===== config.mk =====
export PLATFORM = sky130hd
export DESIGN_NAME = bpfe_event_logic
export DESIGN_NICKNAME = d
export VERILOG_FILES = /design/src/logic/bpfe_pkg.sv /design/src/logic/bpfe_hyst.sv /design/src/logic/bpfe_event_logic.sv
export VERILOG_INCLUDE_DIRS = /design/src /design/src/logic
export SDC_FILE = /design/constraint.sdc
export NUM_CORES = 1
export LEC_CHECK = 0
export ABC_AREA = 1
export BUFFER_PORTS_ARGS = -buffer_cell sky130_fd_sc_hd__buf_2
export CORE_UTILIZATION = 35
export CTS_CLUSTER_DIAMETER = 150
export DETAILED_ROUTE_END_ITERATION = 8
export PLACE_DENSITY = 0.68
export SYNTH_ARGS = -nofsm -noshare
export SYNTH_HDL_FRONTEND = slang
export SYNTH_SLANG_ARGS = --single-unit

===== constraint.sdc =====
create_clock -name i_clk -period 2.05 [get_ports i_clk]
set_input_delay 0.41 -clock i_clk [delete_from_list [all_inputs] [get_ports i_clk]]
set_output_delay 0.41 -clock i_clk [all_outputs]
set_load 0.005 [all_outputs]

===== src/logic/bpfe_consts.svh =====
// constants of the backup power fault and event logic
// Contract
// enabled input over-voltage sets event bit 7, interrupt, bus-good low, switch open, Buck
// input over-current sets event bit 6, interrupt, input switch open, Buck mode
// storage short sets event bit 5, interrupt, storage-good low, disconnect open, converter stopped
// enabled reverse current sets event bit 4, interrupt, input switch open, Buck mode
// capacitance measurement done sets event bit 3 and interrupt only
// conversion done sets event bit 2 and interrupt only
// high temperature warning sets event bit 1 and interrupt only
// over-temperature sets bit 0, interrupt, switch open; Buck or all off by select
// storage over-voltage sets state bit 3, interrupt, converter stopped
// bus power failure sets state bit 2, interrupt, bus-good low, switch open, Buck
// input power failure sets state bit 1, interrupt, bus-good low, switch open, Buck
// bus below detect threshold enters Buck mode; bus-good low throughout Buck mode
// burst mode stops charger above 1.2V feedback, restarts below 1.17V
// interrupt only from unmasked events; masked events still set flags
// interrupt stays high until every pending event is cleared
// writing one clears a flag; writing zero leaves it alone
`ifndef BPFE_CONSTS_SVH
`define BPFE_CONSTS_SVH

// ----------------------------------------------------------------------
// register byte offsets
// ----------------------------------------------------------------------
`define BPFE_OFS_FLAG        5'h00
`define BPFE_OFS_FLAG_MASK   5'h04
`define BPFE_OFS_SYS         5'h08
`define BPFE_OFS_SYS_MASK    5'h0c
`define BPFE_OFS_LIMIT       5'h10
`define BPFE_OFS_PROT        5'h14
`define BPFE_OFS_POWER       5'h18

// ----------------------------------------------------------------------
// field positions
// ----------------------------------------------------------------------
`define BPFE_FLAG_IN_OVP     7
`define BPFE_FLAG_IN_OCP     6
`define BPFE_FLAG_STR_SCP    5
`define BPFE_FLAG_REV        4
`define BPFE_FLAG_MEAS       3
`define BPFE_FLAG_ADC        2
`define BPFE_FLAG_TJ_WARN    1
`define BPFE_FLAG_TJ_SHDN    0
`define BPFE_SYS_TJ_SEL      4
`define BPFE_SYS_STR_OVP     3
`define BPFE_SYS_BUS_FAIL    2
`define BPFE_SYS_IN_FAIL     1
`define BPFE_SYS_BLK_ON      0
`define BPFE_LIMIT_OVP_DIS   7
`define BPFE_PROT_RBP_DIS    6

// ----------------------------------------------------------------------
// reset values
// ----------------------------------------------------------------------
`define BPFE_RST_FLAG_MASK   8'h00
`define BPFE_RST_SYS_MASK    3'h0
`define BPFE_RST_TJ_SEL      1'h0
`define BPFE_RST_LIMIT       8'h00
`define BPFE_RST_PROT        8'h00

// ----------------------------------------------------------------------
// burst hysteresis thresholds on the storage feedback, in millivolts
// ----------------------------------------------------------------------
`define BPFE_FBS_STOP_MV     12'h4b0
`define BPFE_FBS_RESTART_MV  12'h492

`endif


===== src/logic/bpfe_pkg.sv =====
// types of the backup power fault and event logic
package bpfe_pkg;

    typedef enum logic [0:0] {
        BPFE_BUS_IDLE = 1'b0,
        BPFE_BUS_DONE = 1'b1
    } bpfe_bus_t;

    typedef struct packed {
        bpfe_bus_t   bus;
        logic [31:0] rdata;
        logic [7:0]  flag;
        logic [7:0]  flag_mask;
        logic [3:1]  sys_flag;
        logic [3:1]  sys_mask;
        logic        tj_sel;
        logic [7:0]  limit_setup;
        logic [7:0]  prot_feat;
        logic        irq;
        logic        bus_good;
        logic        str_good;
        logic        blk_on;
        logic        str_sw_on;
        logic        buck;
        logic        conv_stop;
        logic        all_off;
        logic        boost_en;
    } bpfe_state_t;

    typedef struct packed {
        logic stop;
    } bpfe_hyst_t;

endpackage : bpfe_pkg


===== src/logic/bpfe_hyst.sv =====
// hysteresis comparator that gates the boost charger in burst mode
`timescale 1ns/1ps
`include "bpfe_consts.svh"

module bpfe_hyst #(
    parameter logic [11:0] STOP_MV    = `BPFE_FBS_STOP_MV,
    parameter logic [11:0] RESTART_MV = `BPFE_FBS_RESTART_MV
) (
    // clock and reset
    input  wire logic        i_clk,
    input  wire logic        i_rstn,
    // feedback sample
    input  wire logic        i_enable,
    input  wire logic [11:0] i_fbs_mv,
    // result
    output logic             o_stop
);
    import bpfe_pkg::*;

    bpfe_hyst_t st;
    bpfe_hyst_t next_st;

    // ----------------------------------------------------------------------
    // hysteresis
    // ----------------------------------------------------------------------
    // the band between the two levels keeps the charger from chattering
    always_comb begin
        next_st = st;
        if (!i_enable) begin
            next_st.stop = 1'b0;
        end else if (i_fbs_mv > STOP_MV) begin
            next_st.stop = 1'b1;
        end else if (i_fbs_mv < RESTART_MV) begin
            next_st.stop = 1'b0;
        end
    end

    always_ff @(posedge i_clk) begin
        if (!i_rstn) begin
            st <= '0;
        end else begin
            st <= next_st;
        end
    end

    assign o_stop = st.stop;

endmodule : bpfe_hyst


===== src/logic/bpfe_event_logic.sv =====
// fault and event logic of the backup power manager with avalon register slave
`timescale 1ns/1ps
`include "bpfe_consts.svh"

module bpfe_event_logic (
    // clock and reset
    input  wire logic        i_clk,
    input  wire logic        i_rstn,
    // avalon-mm slave
    input  wire logic [4:0]  i_address,
    input  wire logic        i_read,
    input  wire logic        i_write,
    input  wire logic [31:0] i_writedata,
    input  wire logic [3:0]  i_byteenable,
    output logic [31:0]      o_readdata,
    output logic             o_waitrequest,
    // fault and event detectors, active high levels
    input  wire logic        i_in_ovp,
    input  wire logic        i_in_ocp,
    input  wire logic        i_str_short,
    input  wire logic        i_rev_current,
    input  wire logic        i_meas_done,
    input  wire logic        i_adc_done,
    input  wire logic        i_tj_warn,
    input  wire logic        i_tj_shutdown,
    input  wire logic        i_str_ovp,
    input  wire logic        i_bus_fail,
    input  wire logic        i_in_fail,
    // bus comparator and burst control
    input  wire logic        i_bus_below_det,
    input  wire logic        i_burst_mode,
    input  wire logic [11:0] i_storage_feedback_mv,
    // interrupt and indicators
    output logic             o_int,
    output logic             o_bus_good_out,
    output logic             o_storage_good_out,
    // power path commands
    output logic             o_input_block_switch,
    output logic             o_storage_disconnect_switch,
    output logic             o_buck_mode,
    output logic             o_converter_stop,
    output logic             o_all_off,
    output logic             o_boost_en
);
    import bpfe_pkg::*;

    bpfe_state_t st;
    bpfe_state_t next_st;

    logic        burst_stop;
    logic        req;
    logic        wr_take;
    logic [7:0]  wbyte;
    logic [7:0]  flag_set;
    logic [3:1]  sys_set;
    logic [7:0]  flag_clr;
    logic [3:1]  sys_clr;
    logic        ovp_en;
    logic        rbp_en;
    logic        buck_req;
    logic        blk_open;
    logic        stop_req;
    logic        off_req;

    // ----------------------------------------------------------------------
    // helpers
    // ----------------------------------------------------------------------
    function automatic logic reg_hit(input logic [4:0] addr, input logic [4:0] ofs);
        reg_hit = (addr == ofs);
    endfunction : reg_hit

    function automatic logic [31:0] read_mux(input bpfe_state_t s, input logic [4:0] addr);
        read_mux = 32'h0000_0000;
        if (reg_hit(addr, `BPFE_OFS_FLAG)) begin
            read_mux = {24'h00_0000, s.flag};
        end else if (reg_hit(addr, `BPFE_OFS_FLAG_MASK)) begin
            read_mux = {24'h00_0000, s.flag_mask};
        end else if (reg_hit(addr, `BPFE_OFS_SYS)) begin
            read_mux = {27'h000_0000, s.tj_sel, s.sys_flag, s.blk_on};
        end else if (reg_hit(addr, `BPFE_OFS_SYS_MASK)) begin
            read_mux = {28'h000_0000, s.sys_mask, 1'b0};
        end else if (reg_hit(addr, `BPFE_OFS_LIMIT)) begin
            read_mux = {24'h00_0000, s.limit_setup};
        end else if (reg_hit(addr, `BPFE_OFS_PROT)) begin
            read_mux = {24'h00_0000, s.prot_feat};
        end else if (reg_hit(addr, `BPFE_OFS_POWER)) begin
            read_mux = {23'h00_0000, s.boost_en, s.all_off, s.conv_stop, s.buck,
                        s.str_sw_on, s.blk_on, s.str_good, s.bus_good, s.irq};
        end
    endfunction : read_mux

    // ----------------------------------------------------------------------
    // burst mode comparator
    // ----------------------------------------------------------------------
    bpfe_hyst #(
        .STOP_MV    (`BPFE_FBS_STOP_MV),
        .RESTART_MV (`BPFE_FBS_RESTART_MV)
    ) u_hyst (
        .i_clk    (i_clk),
        .i_rstn   (i_rstn),
        .i_enable (i_burst_mode),
        .i_fbs_mv (i_storage_feedback_mv),
        .o_stop   (burst_stop)
    );

    // ----------------------------------------------------------------------
    // bus handshake
    // ----------------------------------------------------------------------
    // one wait cycle per access so read data can come from a flop
    assign req           = i_read | i_write;
    assign o_waitrequest = req & (st.bus == BPFE_BUS_IDLE);
    assign wr_take       = i_write & (st.bus == BPFE_BUS_DONE) & i_byteenable[0];
    assign wbyte         = i_writedata[7:0];

    // ----------------------------------------------------------------------
    // event sources
    // ----------------------------------------------------------------------
    // enable bits are active low: zero enables the protection
    assign ovp_en = ~st.limit_setup[`BPFE_LIMIT_OVP_DIS];
    assign rbp_en = ~st.prot_feat[`BPFE_PROT_RBP_DIS];

    always_comb begin
        flag_set = 8'h00;
        flag_set[`BPFE_FLAG_IN_OVP]  = i_in_ovp & ovp_en;
        flag_set[`BPFE_FLAG_IN_OCP]  = i_in_ocp;
        flag_set[`BPFE_FLAG_STR_SCP] = i_str_short;
        flag_set[`BPFE_FLAG_REV]     = i_rev_current & rbp_en;
        flag_set[`BPFE_FLAG_MEAS]    = i_meas_done;
        flag_set[`BPFE_FLAG_ADC]     = i_adc_done;
        flag_set[`BPFE_FLAG_TJ_WARN] = i_tj_warn;
        flag_set[`BPFE_FLAG_TJ_SHDN] = i_tj_shutdown;
    end

    always_comb begin
        sys_set = 3'h0;
        sys_set[`BPFE_SYS_STR_OVP]  = i_str_ovp;
        sys_set[`BPFE_SYS_BUS_FAIL] = i_bus_fail;
        sys_set[`BPFE_SYS_IN_FAIL]  = i_in_fail;
    end

    // only bits written as one are cleared
    always_comb begin
        flag_clr = 8'h00;
        sys_clr  = 3'h0;
        if (wr_take && reg_hit(i_address, `BPFE_OFS_FLAG)) begin
            flag_clr = wbyte;
        end
        if (wr_take && reg_hit(i_address, `BPFE_OFS_SYS)) begin
            sys_clr = wbyte[3:1];
        end
    end

    // ----------------------------------------------------------------------
    // power path decisions
    // ----------------------------------------------------------------------
    // actions track the latched flags, so a fault keeps its action until
    // software clears the flag and the detector has gone quiet
    always_comb begin
        off_req  = next_st.flag[`BPFE_FLAG_TJ_SHDN] & next_st.tj_sel;
        blk_open = next_st.flag[`BPFE_FLAG_IN_OVP]
                 | next_st.flag[`BPFE_FLAG_IN_OCP]
                 | next_st.flag[`BPFE_FLAG_REV]
                 | next_st.flag[`BPFE_FLAG_TJ_SHDN]
                 | next_st.sys_flag[`BPFE_SYS_BUS_FAIL]
                 | next_st.sys_flag[`BPFE_SYS_IN_FAIL];
        // every fault that opens the input switch also asks for Buck mode, unless off_req forces all off
        buck_req = ~off_req & (i_bus_below_det | blk_open);
        stop_req = off_req
                 | next_st.flag[`BPFE_FLAG_STR_SCP]
                 | next_st.sys_flag[`BPFE_SYS_STR_OVP];
    end

    // ----------------------------------------------------------------------
    // next state
    // ----------------------------------------------------------------------
    always_comb begin
        next_st = st;

        // bus phase and read data
        unique case (st.bus)
            BPFE_BUS_IDLE: begin
                if (req) begin
                    next_st.bus   = BPFE_BUS_DONE;
                    next_st.rdata = read_mux(st, i_address);
                end
            end
            BPFE_BUS_DONE: begin
                next_st.bus = BPFE_BUS_IDLE;
            end
        endcase

        // an event in the clearing cycle wins over the clear
        next_st.flag     = (st.flag & ~flag_clr) | flag_set;
        next_st.sys_flag = (st.sys_flag & ~sys_clr) | sys_set;

        // plain control writes
        if (wr_take && reg_hit(i_address, `BPFE_OFS_FLAG_MASK)) begin
            next_st.flag_mask = wbyte;
        end
        if (wr_take && reg_hit(i_address, `BPFE_OFS_SYS_MASK)) begin
            next_st.sys_mask = wbyte[3:1];
        end
        if (wr_take && reg_hit(i_address, `BPFE_OFS_SYS)) begin
            next_st.tj_sel = wbyte[`BPFE_SYS_TJ_SEL];
        end
        if (wr_take && reg_hit(i_address, `BPFE_OFS_LIMIT)) begin
            next_st.limit_setup = wbyte;
        end
        if (wr_take && reg_hit(i_address, `BPFE_OFS_PROT)) begin
            next_st.prot_feat = wbyte;
        end

        // level interrupt from every pending unmasked event
        next_st.irq = |(next_st.flag & ~next_st.flag_mask)
                    | |(next_st.sys_flag & ~next_st.sys_mask);

        // power path outputs
        next_st.all_off   = off_req;
        next_st.buck      = buck_req;
        next_st.blk_on    = ~(blk_open | off_req);
        next_st.str_sw_on = ~(next_st.flag[`BPFE_FLAG_STR_SCP] | off_req);
        next_st.conv_stop = stop_req;
        next_st.bus_good  = ~(buck_req | off_req);
        next_st.str_good  = ~next_st.flag[`BPFE_FLAG_STR_SCP];
        // charger runs only outside Buck mode, converter stop and burst pause
        next_st.boost_en  = ~buck_req & ~stop_req & ~burst_stop;
    end

    // ----------------------------------------------------------------------
    // state register
    // ----------------------------------------------------------------------
    always_ff @(posedge i_clk) begin
        if (!i_rstn) begin
            st             <= '0;
            st.bus         <= BPFE_BUS_IDLE;
            st.flag_mask   <= `BPFE_RST_FLAG_MASK;
            st.sys_mask    <= `BPFE_RST_SYS_MASK;
            st.tj_sel      <= `BPFE_RST_TJ_SEL;
            st.limit_setup <= `BPFE_RST_LIMIT;
            st.prot_feat   <= `BPFE_RST_PROT;
            st.bus_good    <= 1'b1;
            st.str_good    <= 1'b1;
            st.blk_on      <= 1'b1;
            st.str_sw_on   <= 1'b1;
            st.boost_en    <= 1'b1;
        end else begin
            st <= next_st;
        end
    end

    // ----------------------------------------------------------------------
    // outputs
    // ----------------------------------------------------------------------
    assign o_readdata                  = st.rdata;
    assign o_int                       = st.irq;
    assign o_bus_good_out              = st.bus_good;
    assign o_storage_good_out          = st.str_good;
    assign o_input_block_switch        = st.blk_on;
    assign o_storage_disconnect_switch = st.str_sw_on;
    assign o_buck_mode                 = st.buck;
    assign o_converter_stop            = st.conv_stop;
    assign o_all_off                   = st.all_off;
    assign o_boost_en                  = st.boost_en;

endmodule : bpfe_event_logic


Yosys cells after proc, flatten, opt, wreduce, memory -nomap -nowiden
Index checks and enable logic that the tools add are counted.
{"block": "word_totals", "wordCells": 97, "in_bits": 70, "reg_bits": 82, "output_inout_bits": 42}
{"block": "classes", "n_mux": 16, "order_cmp": 2, "bitwise_logic": 42, "eq_ne": 6, "reduce_logical": 12}
{"operator": "$mux 32", "n": 6}
{"operator": "$mux 33", "n": 1}
{"operator": "$and 8x8->8", "n": 2}
{"operator": "$mux 8", "n": 2}
{"operator": "$not 8->8", "n": 2}
{"operator": "$eq 5x5->1 const B", "n": 3}
{"operator": "$gt 12x11->1 const B", "n": 1}
{"operator": "$lt 12x11->1 const B", "n": 1}
{"operator": "$or 1x1->1", "n": 12}
{"operator": "$not 1->1", "n": 11}
{"operator": "$eq 5x4->1 const B", "n": 2}
{"operator": "$and 1x1->1", "n": 9}
{"operator": "$mux 9", "n": 1}
{"operator": "$or 8x8->8", "n": 1}
{"operator": "$reduce_or 8->1", "n": 1}
{"operator": "$and 3x3->3", "n": 2}
{"operator": "$logic_and 1x1->1", "n": 6}
{"operator": "$mux 3", "n": 2}
{"operator": "$not 3->3", "n": 2}
{"operator": "$eq 5x3->1 const B", "n": 1}
{"operator": "$logic_not 5->1", "n": 1}
{"operator": "$reduce_and 2->1", "n": 2}
{"operator": "$mux 1", "n": 3}
{"operator": "$or 3x3->3", "n": 1}
{"operator": "other kinds (3)", "n": 3}

Longest topological paths before layout
Gate-level depths: netlist of the first run.
{"block": "logic_depth", "ltp_word": 17, "depth_mapped": 11}

Modules after synthesis
Synthesis of the first run repeated with hierarchy kept, for this count alone.
{"block": "hier_totals", "cells_unflattened": 452, "hier_area_um2": 3141.8}
{"module": "bpfe_event_logic", "area_per_inst_um2": 3024.2, "n_inst": 1, "seq_area_each_um2": 1161.1, "cells_per_inst": 427}
{"module": "bpfe_hyst", "area_per_inst_um2": 117.6, "n_inst": 1, "seq_area_each_um2": 20.0, "cells_per_inst": 25}

Least setup slack after synthesis of the first run
OpenSTA, ideal clock, no wires.
{"block": "synth_path", "path_type": "input port to flip-flop", "start": "input i_address[3]", "end": "register st, in the netlist o_buck_mode", "slack_ns": 0.514, "stages": 10, "setup_ns": 0.128, "arrival_ns": 1.408, "path_buffers": 0, "path_cell_list": "nor2_1 > nand2_1 > nor2_4 > nand3_2 > nand2_2 > nand2_2 > nor2_2 > nand4_1 > nand2_1 > nor2_1"}
{"block": "synth_via", "elab_chain_len": 13, "elab_cells_between_ends": 22, "cone_classes": "eq/ne (1); mux (3); bitwise (15); reduce/logical (3)"}
{"element": "start, declared", "line_no": "bpfe_event_logic.sv:10", "source": "input wire logic [4:0] i_address,"}
{"element": "$logic_not 5->1", "line_no": "bpfe_event_logic.sv:69", "source": "reg_hit = (addr == ofs);"}
{"element": "$logic_and 1x1->1", "line_no": "bpfe_event_logic.sv:145", "source": "if (wr_take && reg_hit(i_address, `BPFE_OFS_FLAG)) begin"}
{"element": "$mux 8", "line_no": "bpfe_event_logic.sv:145"}
{"element": "$not 8->8", "line_no": "bpfe_event_logic.sv:193", "source": "next_st.flag = (st.flag & ~flag_clr) | flag_set;"}
{"element": "$and 8x8->8", "line_no": "bpfe_event_logic.sv:193"}
{"element": "$or 8x8->8", "line_no": "bpfe_event_logic.sv:193"}
{"element": "$or 1x1->1 (5 in series)", "line_no": "bpfe_event_logic.sv:160", "source": "blk_open = next_st.flag[`BPFE_FLAG_IN_OVP]"}
{"element": "$or 1x1->1", "line_no": "bpfe_event_logic.sv:167", "source": "buck_req = ~off_req & (i_bus_below_det | blk_open);"}
{"element": "$and 1x1->1 *", "line_no": "bpfe_event_logic.sv:167"}
{"element": "end signal, assigned", "line_no": "bpfe_event_logic.sv:247", "source": "st <= next_st;"}
{"element": "end, declared", "line_no": "bpfe_event_logic.sv:47", "source": "bpfe_state_t st;"}
Mark *: on every way between the ends. The rest lies on a longest branch, timed or not.
A chain may end at the register's enable or synchronous reset.

Worst setup path in the final report of the first run
{"block": "layout_path", "start": "register st[80] (netlist name)", "end": "register st, in the netlist o_boost_en"}
{"block": "layout_via", "elab_chain_len": 17, "elab_cells_between_ends": 28, "cone_classes": "mux (3); bitwise (23); reduce/logical (2)"}
{"element": "$and 1x1->1 * (2 in series)", "line_no": "bpfe_event_logic.sv:112", "source": "assign wr_take = i_write & (st.bus == BPFE_BUS_DONE) & i_byteenable[0];"}
{"element": "$logic_and 1x1->1", "line_no": "bpfe_event_logic.sv:145"}
{"element": "$mux 8", "line_no": "bpfe_event_logic.sv:145"}
{"element": "$not 8->8", "line_no": "bpfe_event_logic.sv:193"}
{"element": "$and 8x8->8", "line_no": "bpfe_event_logic.sv:193"}
{"element": "$or 8x8->8", "line_no": "bpfe_event_logic.sv:193"}
{"element": "$or 1x1->1 (5 in series)", "line_no": "bpfe_event_logic.sv:160"}
{"element": "$or 1x1->1", "line_no": "bpfe_event_logic.sv:167"}
{"element": "$and 1x1->1", "line_no": "bpfe_event_logic.sv:167"}
{"element": "$not 1->1", "line_no": "bpfe_event_logic.sv:226", "source": "next_st.boost_en = ~buck_req & ~stop_req & ~burst_stop;"}
{"element": "$and 1x1->1 * (2 in series)", "line_no": "bpfe_event_logic.sv:226"}
Marked as above.

==> results.json, run 1 <==
{
  "cp_slowest_stage_delay_ps": 350,
  "path_delay_family": "simple AND/OR/NAND/NOR gates",
  "clockBufferDepth": 2,
  "die_h_um": 94.1,
  "status": "finished clean",
  "core-area_um2": 8220,
  "syn_inst": 416,
  "io_pins": 112,
  "cp_slowest_cell": "dfxtp_1",
  "ant_nets": 0,
  "power_mw": 2.70,
  "via_count": 2756,
  "clockRootBuffer": "clkbuf_8",
  "layout-drive-gt1-share_pct": 23.3,
  "clk_pin_slew_worst_paths_ps": 70,
  "layout_common_cells": "nand2_1 (89), buf_2 (61), dfxtp_1 (59), inv_1 (53), a21oi_1 (44)",
  "fin_crit_ps": 1660,
  "grt_pass1_vias": 2427,
  "area_delta_synth_final_pct": 18.5,
  "syn_area_um2": 2970,
  "skew_ps": 10.2,
  "fp.dieW_um": 94.1,
  "cp.arrival_ps": 1930,
  "viasPerCell": 4.66,
  "yosysTopAreaCell": "dfxtp_1",
  "grt_usage_pct": 17.6,
  "ctsResizeCount": 0,
  "start_kind": "register",
  "syn_avg_cell_area_um2": 7.13,
  "cpMostUsedCell": "nand2_1",
  "cts_tree": "yes",
  "fin_crit_sh_pct": 81.1,
  "port_buffers": 61,
  "cts_hold_buf": 0,
  "top_register": "st",
  "maxSlewViolCount": 0,
  "synthTopCellsByArea": "dfxtp_1 (40%), nand2_1 (11%), buf_4 (8.1%)",
  "path_class": "register to register",
  "maxCapViolCount": 0,
  "path_cells": "nand3_2 -> inv_2 -> nand3_1 -> nand2_1 -> nand2_1 -> nor2_1 -> nand4_1 -> o21ai_1",
  "die_area_um2": 8850,
  "largest_reg_flops": 40,
  "seq_area_frac_synth_pct": 39.8,
  "hp-class": "input port to register",
  "wl_um": 7300,
  "htree_num_levels": 3,
  "synth-seq-cells": 59,
  "dp_hpwl_um": 5670,
  "setup_tns_ps": 0,
  "final_common_cell": "nand2_1",
  "post_cts_buffers": 0,
  "drt_iter0_drc": 155,
  "p_per_area_nw_per_um2": 768,
  "drc": 0,
  "max_freq_mhz": 602,
  "grt.overflow.total": 0,
  "leakage_nw": 1.74,
  "ir_drop_mv": 0.342,
  "cts_buffers": 9,
  "grt_first_pass_wirelength_um": 11500,
  "crit_path_end_kind": "register",
  "antenna_found_initial": 0,
  "critPathRequiredTime_ps": 2310,
  "hold_violations": 0,
  "fp-row-count": 33,
  "synth_top_cell_area_share_pct": 39.8,
  "insertion_delay_ps": 350,
  "first_pass_iters": 4,
  "clock_sinks": 59,
  "cp_max_fo": 9,
  "n_antenna_cell": 0,
  "gp_congestion": 0.839,
  "start_util_pct": 36.1,
  "nets": 551,
  "wl_per_cell_um": 12.4,
  "crit_buf_inv": 1,
  "synth_cell_types": 29,
  "ys_warn_count": 0,
  "rsz0062_at_grt": "no",
  "grt_max_degree": 32,
  "setup_viol": 0
}
[per-layer routing]
metal	track usage (%)	vias up	share of wire [%]
met5	0	-	0
met4	7.44	0	2.2
met3	4.77	15	5.7
met2	29.4	96	50
met1	21.2	1241	42
li1	-	1404	-
[final timing paths]
check	startpoint	to	slack [ps]	cells past startpoint
min	i_burst_mode	u_hyst.o_stop$_SDFFE_PN0P_	290	3
max reg2reg	st[80]$_SDFF_PP0_	o_boost_en$_SDFF_PN1_	390	8
max	st[80]$_SDFF_PP0_	o_boost_en$_SDFF_PN1_	390	8
min reg2reg	st[14]$_SDFFE_PN0P_	st[14]$_SDFFE_PN0P_	460	2
[logic make-up (layout without fill, tap and decap cells)]
| group | after synthesis | count (layout) | share of synthesized area [%] |
|---|---|---|---|
| other | 1 | 23 | 0.126 |
| buffers and inverters | 96 | 144 | 16.4 |
| AO/OA/AOI/OAI | 89 | 89 | 16.6 |
| flip-flops | 59 | 59 | 39.8 |
| AND/OR/NAND/NOR | 171 | 171 | 27.0 |
[cells in the mapped netlist]
library cell,number
nand3b_1,1
o211ai_1,2
buf_6,1
inv_1,53
nand3_2,3
conb_1,1
o21a_1,1
nor2_8,2
o21ai_1,7
a221oi_1,3
dfxtp_1,59
nand3_1,17
o221ai_1,3
buf_4,32
o21ai_0,25
nor2_2,6
nor2_4,4
o2111a_1,1
nor2_1,38
nand4_1,4
nand2_1,89
o21ai_2,3
nand2_2,4
a21oi_1,44
or2_2,1
nand2_4,2
inv_2,2
clkinv_1,2
clkbuf_1,6
[stage by stage]
stage	hold slack, ps	util, %	instances	worst slack (ps)	area (µm²)
after global placement	434	40.0	575	179	3290
after global routing	304	42.8	591	191	3510
after detailed placement	447	40.0	575	124	3290
after floorplan	425	-	438	514	3050
final	295	42.8	591	388	3510
after CTS	290	42.8	591	368	3510
[cell type report]
| cell class | instances | area (µm²) |
|---|---|---|
| clock buffers | 12 | 155 |
| flip-flops and latches | 59 | 1180 |
| fillers | 876 | 4700 |
| clock inverters | 4 | 72.6 |
| inverters | 57 | 214 |
| well taps | 105 | 131 |
| repair buffers | 71 | 380 |
| multi-input cells | 283 | 1380 |
[worst reg2reg max path, stage by stage (launching register included)]
cell	delay, ps
dfxtp_1	350
nand3_2	200
inv_2	260
nand3_1	110
nand2_1	80
nand2_1	80
nor2_1	150
nand4_1	170
o21ai_1	190
[report_power, final]
part | switching, mW | internal (mW)
registers | 0.0227 | 1.19
logic | 0.169 | 0.102
clock network | 0.468 | 0.749
(Power assumes the default switching activity.)
==> run 2: changes to the inputs <==
Settings changed: ABC_AREA 1 to 0.
Clock period 2.05 ns to 1.6 ns, I/O delays scaled along.
==> results.json, run 2 <==
{
  "status": "finished, violations left",
  "violations": "negative setup slack",
  "combPwrFrac_pct": 14.9,
  "syn_avg_cell_area_um2": 8.89,
  "worst_hold_startpoint": "i_burst_mode",
  "htree_num_levels": 3,
  "cp_slowest_stage_delay_ps": 330,
  "layout_common_cells": "buf_2 (60), dfxtp_1 (58), buf_4 (55), nor2_1 (41), mux2i_1 (29)",
  "clockBufferDepth": 2,
  "design_area_um2": 3930,
  "place_inst": 537,
  "r2r_start": "st[80]$_SDFF_PP0_",
  "fin_ws_ps": -70.0,
  "cts_hold_buf": 0,
  "multiInputGateArea_um2": 1590,
  "hp-class": "input port to register",
  "p_sw_share_pct": 26.5,
  "gp_congestion": 0.917,
  "synth_enable_flop_cells": 0,
  "syn_inst": 340,
  "synth_commonest_cells": "dfxtp_1 (59), nor2_1 (41), buf_4 (32)",
  "holdWs_ps": 198,
  "seq_area_frac_synth_pct": 39.1,
  "critPathLaunch": "st[80]$_SDFF_PP0_",
  "layout-drive-gt1-share_pct": 35.6,
  "seq_area_um2": 1180,
  "start_util_pct": 36.4,
  "ys_warn_count": 0,
  "maxCapViolCount": 0,
  "clock_sinks": 59,
  "synth_ff_type": "dfxtp_1",
  "fp-row-count": 33,
  "yosysTopAreaCell": "dfxtp_1",
  "cts_tree": "yes",
  "cp_max_fo": 7,
  "synth_top_cell_area_share_pct": 39.1,
  "rsz0062_at_grt": "yes",
  "grt_pass1_vias": 2643,
  "path_class": "register to register",
  "postPlaceCellArea_um2": 3700,
  "cts_buffers": 9,
  "final_core_util_pct": 47.3,
  "wl_um": 8400,
  "fin_crit_ps": 1670,
  "synth_most_common_cell": "dfxtp_1",
  "syn_area_um2": 3020,
  "crit_buf_inv": 2,
  "fin_cells": 554,
  "cp.arrival_ps": 1910,
  "p_switching_mw": 0.841,
  "insertion_delay_ps": 340,
  "leakage_nw": 1.80,
  "ir_drop_mv": 0.495,
  "maxSlewViolCount": 0,
  "synthTopCellsByArea": "dfxtp_1 (39%), mux2i_1 (9.6%), buf_4 (7.9%)",
  "cp_slowest_cell": "o41ai_2",
  "core-area_um2": 8300,
  "largest_reg_flops": 40,
  "area_delta_synth_final_pct": 29.8,
  "first_pass_iters": 4,
  "drt_iter0_drc": 183,
  "crit_path_end_kind": "register",
  "clockRootBuffer": "clkbuf_8",
  "seq_power_share_pct": 48.9,
  "wl_per_cell_um": 15.2,
  "path_cells": "and4b_1 -> buf_6 -> buf_12 -> nand3_4 -> a211oi_2 -> nand4_2 -> o41ai_2",
  "p_clk_share_pct": 36.2,
  "critPathRequiredTime_ps": 1840,
  "drc": 0,
  "antenna_found_initial": 0,
  "io_pins": 112,
  "ant_nets": 0,
  "dp_hpwl_um": 6540,
  "path_delay_family": "compound AO/OA/AOI/OAI gates",
  "die_h_um": 94.9,
  "via_count": 2844,
  "fill_cells": 786,
  "max_freq_mhz": 599,
  "p_int_mw": 2.33,
  "final_common_cell": "buf_2",
  "start_kind": "register",
  "synth_cell_types": 55,
  "synth-seq-cells": 59,
  "skew_ps": 7.29,
  "fp.dieW_um": 94.9,
  "top_register": "st",
  "n_antenna_cell": 0,
  "grt.overflow.total": 0,
  "fin_crit_sh_pct": 104,
  "setup_viol": 5,
  "nets": 515,
  "port_buffers": 61,
  "grt_max_degree": 22,
  "die_area_um2": 9010,
  "grt_usage_pct": 19.6,
  "setup_tns_ps": -237,
  "grt_first_pass_wirelength_um": 13200,
  "viasPerCell": 5.13,
  "p_per_area_nw_per_um2": 808,
  "hold_violations": 0,
  "clk_pin_slew_worst_paths_ps": 70,
  "ys_async_sr_fraction_pct": 0
}
[run 2: cell type report]
type,instances,area share (%)
well taps,105,3.35
inverters,13,1.31
repair buffers,121,20.6
clock buffers,12,3.70
multi-input cells,241,40.6
flip-flops and latches,59,30.1
clock inverters,3,0.383
[run 2: per-stage QoR]
stage / total power, mW / setup WS, ps
after floorplan: 1.83 / -11.0
after global placement: 2.03 / -340
after detailed placement: 2.03 / -363
after CTS: 3.17 / -90.5
after global routing: 3.31 / -182
final: 3.17 / -70.0
[run 2: power by group through the flow]
stage               Combinational, mW  Clock (mW)  Sequential, mW
floorplan                       0.257           0            1.58
global placement                0.445           0            1.58
detailed placement              0.453           0            1.58
CTS                             0.459        1.16            1.55
global route                    0.518        1.24            1.55
finish                          0.473        1.15            1.55
[run 2: cells by family (layout without fill, tap and decap cells)]
logic type | count (synthesis) | in the layout | synth area share [%]
AO/OA/AOI/OAI | 81 | 81 | 19.3
buffers and inverters | 62 | 149 | 12.1
flip-flops | 59 | 59 | 39.1
multiplexers | 31 | 31 | 10.3
other | 1 | 23 | 0.124
AND/OR/NAND/NOR | 106 | 106 | 19.0
[run 2: path summary, 6_finish.rpt]
check | end | slack [ps] | cells after the start
min reg2reg | o_readdata[8]$_SDFFE_PN0P_ | 450 | 2
min | u_hyst.o_stop$_SDFFE_PN0P_ | 200 | 2
max reg2reg | o_boost_en$_SDFF_PN1_ | -70 | 7
max | o_boost_en$_SDFF_PN1_ | -70 | 7
[run 2: metal layers]
layer  global-route usage (%)  vias to the layer above  share of wire, %
met5                        0                        -                 0
met4                     6.19                        0               1.6
met3                     5.31                       14               6.1
met2                     31.7                      102                48
met1                     25.1                     1347                44
li1                         -                     1381                 -
[run 2: what timing repair did]
item / 4_1_cts / 5_1_grt
setup buffers: 0 / 2
pin swaps: 3 / 5
resized for setup: 5 / 11
endpoints found under the setup margin: 5 / 9
